===== config.mk =====
export PLATFORM = sky130hd
export DESIGN_NAME = clock_reset_pins
export DESIGN_NICKNAME = d
export VERILOG_FILES = /design/src/core/clock_reset_pkg.sv /design/src/core/phase_if.sv /design/src/core/phase_divider.sv /design/src/core/clock_reset_pins.sv
export SDC_FILE = /design/constraint.sdc
export NUM_CORES = 1
export LEC_CHECK = 0
export BUFFER_PORTS_ARGS = -buffer_cell sky130_fd_sc_hd__buf_2
export CORE_MARGIN = 5
export CORE_UTILIZATION = 54
export DETAILED_ROUTE_END_ITERATION = 8
export GPL_TIMING_DRIVEN = 1
export PLACE_DENSITY = 0.78
export SYNTH_ARGS = -nofsm -noshare
export SYNTH_HDL_FRONTEND = slang
export SYNTH_HIERARCHICAL = 1
export SYNTH_SLANG_ARGS = --single-unit

===== constraint.sdc =====
create_clock -name clock -period 4.1 [get_ports clock]
set_clock_uncertainty 0.15 [all_clocks]
set_input_delay 0.82 -clock clock [delete_from_list [all_inputs] [get_ports clock]]
set_output_delay 0.82 -clock clock [all_outputs]
set_load 0.01 [all_outputs]

===== src/core/clock_reset_pkg.sv =====
package clock_reset_pkg;

  // Divider: two oscillator periods low, two high per bus-phase period
  localparam int unsigned OSC_PER_BUS     = 4;
  localparam int unsigned BUS_LOW_COUNT   = 2;
  localparam logic [1:0]  PHASE_RESET     = 2'h0;
  localparam logic [1:0]  PHASE_LAST      = 2'h3;
  localparam logic [1:0]  PHASE_HIGH_FROM = 2'h2;
  // Reset pin classification window, in bus-phase cycles
  localparam int unsigned CLASSIFY_BUS_CYCLES = 2;
  localparam int unsigned CLASSIFY_OSC_CYCLES =
    CLASSIFY_BUS_CYCLES * OSC_PER_BUS;
  // Reset values
  localparam logic        QUAD_ENABLE_RESET = 1'b1;
  localparam logic        BUS_CLOCK_RESET   = 1'b0;

  typedef enum logic [2:0]
  {
    ST_RUN      = 3'b001,
    ST_DRIVE    = 3'b010,
    ST_CLASSIFY = 3'b100
  } reset_state_e;

endpackage : clock_reset_pkg


===== src/core/phase_if.sv =====
`timescale 1ns/100ps
interface phase_if;
  import clock_reset_pkg::*;

  logic [1:0] phase;
  logic       run;

  modport divider
  (
    output phase,
    input  run
  );
  modport user
  (
    input  phase,
    output run
  );
endinterface : phase_if


===== src/core/phase_divider.sv =====
`timescale 1ns/100ps
module phase_divider
(
  input  wire logic clock,
  input  wire logic rstn,
  phase_if.divider  pif
);
  import clock_reset_pkg::*;

  logic [1:0] phase;
  wire        wrap = (phase == PHASE_LAST);
  wire  [1:0] next_phase = wrap ? PHASE_RESET : phase + 2'h1;

  // Counter holds still while clocks are stopped
  always_ff @(posedge clock or negedge rstn)
  begin
    if (!rstn)
      phase <= PHASE_RESET;
    else if (pif.run)
      phase <= next_phase;
  end

  assign pif.phase = phase;

endmodule : phase_divider


===== src/core/clock_reset_pins.sv =====
`timescale 1ns/100ps
module clock_reset_pins
#(
  parameter int unsigned DRIVE_CYCLES = 4
)
(
  input  wire logic clock,
  input  wire logic rstn,
  input  wire logic osc_input,
  input  wire logic reset_pin_in,
  output logic      reset_pin_out,
  output logic      reset_pin_oe,
  input  wire logic monitor_fail,
  input  wire logic operating_watchdog_fail,
  input  wire logic deep_halt,
  input  wire logic single_chip_mode,
  input  wire logic bus_clock_disable,
  input  wire logic quad_clock_enable_write,
  input  wire logic quad_clock_enable_wdata,
  output logic      bus_clock_out,
  output logic      quad_rate_clock_out,
  output logic      osc_drive_output,
  output logic      quad_clock_enable,
  output logic      init_request,
  output logic      reset_internal,
  output logic      reset_external,
  output logic      data_access,
  output logic      internal_process
);
  import clock_reset_pkg::*;

  // Elaboration check: the drive counter is eight bits wide
  if (DRIVE_CYCLES < 1 || DRIVE_CYCLES > 255)
  begin : g_bad_drive
    $error("DRIVE_CYCLES out of range");
  end

  phase_if pif ();

  phase_divider u_divider
  (
    .clock (clock),
    .rstn  (rstn),
    .pif   (pif.divider)
  );

  reset_state_e state;
  reset_state_e next_state;
  logic [7:0]   count;
  logic [7:0]   next_count;
  logic         osc_prev;

  wire running      = !deep_halt;
  wire osc_rise     = osc_input && !osc_prev;
  wire bus_high     = (pif.phase >= PHASE_HIGH_FROM);
  wire gate_ok      = single_chip_mode && bus_clock_disable;
  wire fail         = monitor_fail || operating_watchdog_fail;
  wire pin_low      = !reset_pin_in;
  wire last_tick    = (count == 8'(CLASSIFY_OSC_CYCLES - 1));
  wire count_end    = last_tick && osc_rise;
  wire drive_end    = (count == 8'(DRIVE_CYCLES - 1));
  wire next_bus     = running && bus_high && !gate_ok;
  wire next_quad    = running && quad_clock_enable && osc_input;
  wire next_drive   = running && !osc_input;
  wire next_access  = running && bus_high;
  wire next_process = running && !bus_high;

  // Divider steps once per oscillator period, so bus rate is osc / 4
  assign pif.run = running && osc_rise;

  // Edge detector starts low, the level of a stopped oscillator
  always_ff @(posedge clock or negedge rstn)
  begin
    if (!rstn)
      osc_prev <= 1'b0;
    else
      osc_prev <= osc_input;
  end

  always_comb
  begin
    next_state = state;
    next_count = count + 8'h01;
    case (state)
      ST_RUN:
      begin
        next_count = 8'h00;
        if (fail)
          next_state = ST_DRIVE;
      end
      ST_DRIVE:
      begin
        if (drive_end)
        begin
          next_state = ST_CLASSIFY;
          next_count = 8'h00;
        end
      end
      ST_CLASSIFY:
      begin
        // Window counts oscillator periods: two bus cycles in all
        next_count = osc_rise ? count + 8'h01 : count;
        if (!pin_low || count_end)
        begin
          next_state = ST_RUN;
          next_count = 8'h00;
        end
      end
      default:
      begin
        next_state = ST_RUN;
        next_count = 8'h00;
      end
    endcase
  end

  always_ff @(posedge clock or negedge rstn)
  begin
    if (!rstn)
    begin
      state <= ST_RUN;
      count <= 8'h00;
    end
    else
    begin
      state <= next_state;
      count <= next_count;
    end
  end

  wire drive_now     = (next_state == ST_DRIVE);
  // Release is judged on the first classify cycle onward
  wire quick_release = (state == ST_CLASSIFY) && !pin_low;
  wire slow_release  = (state == ST_CLASSIFY) && count_end && pin_low;
  wire ext_edge      = (state == ST_RUN) && pin_low;
  wire next_external = slow_release || (ext_edge && !fail);

  // Open-drain data is always low; only the enable moves
  always_ff @(posedge clock or negedge rstn)
  begin
    if (!rstn)
      reset_pin_out <= 1'b0;
    else
      reset_pin_out <= 1'b0;
  end

  always_ff @(posedge clock or negedge rstn)
  begin
    if (!rstn)
      reset_pin_oe <= 1'b0;
    else
      reset_pin_oe <= drive_now;
  end

  always_ff @(posedge clock or negedge rstn)
  begin
    if (!rstn)
      init_request <= 1'b0;
    else
      init_request <= pin_low || drive_now;
  end

  always_ff @(posedge clock or negedge rstn)
  begin
    if (!rstn)
      reset_internal <= 1'b0;
    else
      reset_internal <= quick_release;
  end

  always_ff @(posedge clock or negedge rstn)
  begin
    if (!rstn)
      reset_external <= 1'b0;
    else
      reset_external <= next_external;
  end

  always_ff @(posedge clock or negedge rstn)
  begin
    if (!rstn)
      quad_clock_enable <= QUAD_ENABLE_RESET;
    else if (quad_clock_enable_write)
      quad_clock_enable <= quad_clock_enable_wdata;
  end

  always_ff @(posedge clock or negedge rstn)
  begin
    if (!rstn)
      bus_clock_out <= BUS_CLOCK_RESET;
    else
      bus_clock_out <= next_bus;
  end

  always_ff @(posedge clock or negedge rstn)
  begin
    if (!rstn)
      quad_rate_clock_out <= 1'b0;
    else
      quad_rate_clock_out <= next_quad;
  end

  always_ff @(posedge clock or negedge rstn)
  begin
    if (!rstn)
      osc_drive_output <= 1'b0;
    else
      osc_drive_output <= next_drive;
  end

  always_ff @(posedge clock or negedge rstn)
  begin
    if (!rstn)
      data_access <= 1'b0;
    else
      data_access <= next_access;
  end

  always_ff @(posedge clock or negedge rstn)
  begin
    if (!rstn)
      internal_process <= 1'b0;
    else
      internal_process <= next_process;
  end

endmodule : clock_reset_pins


==> out/metrics.csv <==
metric;value;unit
drt drc;0;
RSZ-0062 raised after global routing;false;
CTS tree;yes;
most frequent cells in the layout;dfrtp_1, buf_2, nor2_1;
first-pass GRT wire length;3860;um
post-synthesis sequential area ratio;49.4;%
clock slew at reported path FFs;0.13;ns
via count;898;
Worst EP arrival;2.10;ns
antenna-violating nets left;0;
Final Cycle Share;50.0;%
setup ws final;2.05;ns
GP Congestion;0.963;
Initial Util;55.7;%
worst-path fanout max;6;
htree depth;1;
count of cell types in the netlist;42;
layout cell share with drive strength beyond 1;29.2;%
die width;57.6;um
hpwl dp;1630;um
1st-pass router iterations;4;
top_reg_cell synth;dfrtp_1;
worst slew margin relative to its limit;59.7;%
Startpoint Class;flop;
PnR Total Power;628;uW
post-place instance area;1320;um2
root buffer cell;clkbuf_4;
ys async rst share;100;%
worst reg2reg startpoint;count[0];
CP Capture Type;flop;
total CTS buffers;3;
Final setup violation count;0;
fmax;487;MHz
Worst-Margin Slew;0.603;ns
crit path from;count[0];
design area;1360;um2
Via density;5.68;
Clock Path Buffers;2;
fin. max-slew vios;0;
antenna cells;0;
Layout area overhead;11.0;%
Top reg by flops;count;
Die H;57.6;um
fin crit period;2.05;ns
count of input and output buffers;20;
peak supply drop;365;uV
Reg2Reg Setup Slack;2.05;ns
setup_tns;0;ns
Die ar.;3310;um2
clk sink count;24;
Boundary Pins;22;
HP Class;in -> async;
Post-CTS Setup Bufs;0;
antenna violations before repair;0;
commonest non-fill, non-tap cell in the layout;dfrtp_1;
Leak Pwr;0.594;nW
Max Cap Violations;0;
pin count of the biggest net entering global routing;25;
Initial DRC Count;25;
GRT Util Overall;15.0;%
Post-CTS Hold Fix Bufs;0;
vias in the first global route;864;
outcome;complete, no violations;
#FFs+latches synth;24;
post-cts sizing count;0;
# rows;17;
final net count;144;
Hold Vio Cnt, Final;0;
average cell area after synthesis;11.1;um2
GRT overflow;0;
DR WL/cell;14.1;um
syn_nets;123;
worst path required time;4.15;ns
Largest register FFs;8;
yosys warns;6;
Post-synth EDFFs;0;
routed wire length;2220;um
post-synthesis cell area;1220;um2
top flop regs;count: 8 flops, state: 3 flops, u_divider/pif.phase: 2 flops;
CP Class;reg -> reg;
clk_lat worst skew;0.31;ns
Post-Synthesis Cells;110;
PD cells;464;nW/um2
pre-CTS setup slack;1.82;ns
core area;2190;um2
[stage by stage]
stage | util, % | hold WS, ns | std cells
after floorplan | - | 0.284 | 110
after global placement | 60.2 | 0.299 | 154
after detailed placement | 60.2 | 0.328 | 154
after CTS | 61.9 | 0.321 | 158
after global routing | 61.9 | 0.337 | 158
final | 61.9 | 0.310 | 158
[where the power goes]
group          internal (mW)  switching, mW
clock network         0.0543         0.0692
registers              0.286         0.0470
logic                 0.0865         0.0855
[critical path: stages (launching register included)]
cell,delay [ns]
dfrtp_1,0.48
ha_1,0.26
nor4b_4,0.33
nand2_1,0.19
o22ai_1,0.41
nor2_1,0.11
[routing by layer]
layer / vias up / global-route usage [%] / part of all wire, %
met5: - / 0 / 0
met2: 32 / 24.2 / 48
met4: 0 / 6.29 / 1.9
li1: 438 / - / -
met1: 423 / 19.6 / 44
met3: 5 / 2.94 / 5.9
[final cells by class]
| cell class | count | area (um2) |
|---|---|---|
| timing repair buffer | 20 | 100 |
| tap | 28 | 35.0 |
| multi-input combinational | 79 | 569 |
| clock buffer | 4 | 36.3 |
| inverter | 3 | 11.3 |
| fill | 173 | 836 |
| sequential | 24 | 603 |
[cell families (layout without fill, tap and decap cells)]
kind of cell,after synthesis,after routing,share of synthesized area (%)
buffers and inverters,7,27,4.00
adders and majority gates,2,2,2.05
and+or+nand+nor,42,42,22.6
other,1,1,0.307
muxes,3,3,2.77
AOI/OAI and AO/OA,26,26,15.3
xor gates and xnor gates,5,5,3.59
DFF,24,24,49.4
[synthesized netlist by cell type (2+ instances only)]
library cell | instances | area, um2
mux2_2 | 3 | 33.8
o21ba_2 | 2 | 20.0
dfrtp_1 | 22 | 551
nor4b_4 | 2 | 47.6
a211oi_1 | 3 | 22.5
buf_4 | 2 | 15.0
nor3_1 | 3 | 15.0
a21boi_0 | 2 | 15.0
inv_1 | 3 | 11.3
nand4_1 | 3 | 18.8
nand2_1 | 5 | 18.8
nand2b_1 | 3 | 18.8
buf_6 | 2 | 22.5
a21oi_1 | 6 | 30.0
xor2_1 | 2 | 17.5
nand3b_1 | 2 | 15.0
xnor2_1 | 3 | 26.3
ha_1 | 2 | 25.0
o21ai_0 | 4 | 20.0
nor2_1 | 12 | 45.0
dfstp_2 | 2 | 52.6
and4_1 | 2 | 17.5
[final timing paths]
path / to / cells after the start
setup / recovery: count[4] / 5
hold / removal: count[7] / 1
setup reg to reg: count[4] / 5
hold reg to reg: internal_process / 1
max in group asynchronous: state[0] / 1
min in group clock: internal_process / 1
Power figures use the tool's default switching activity.
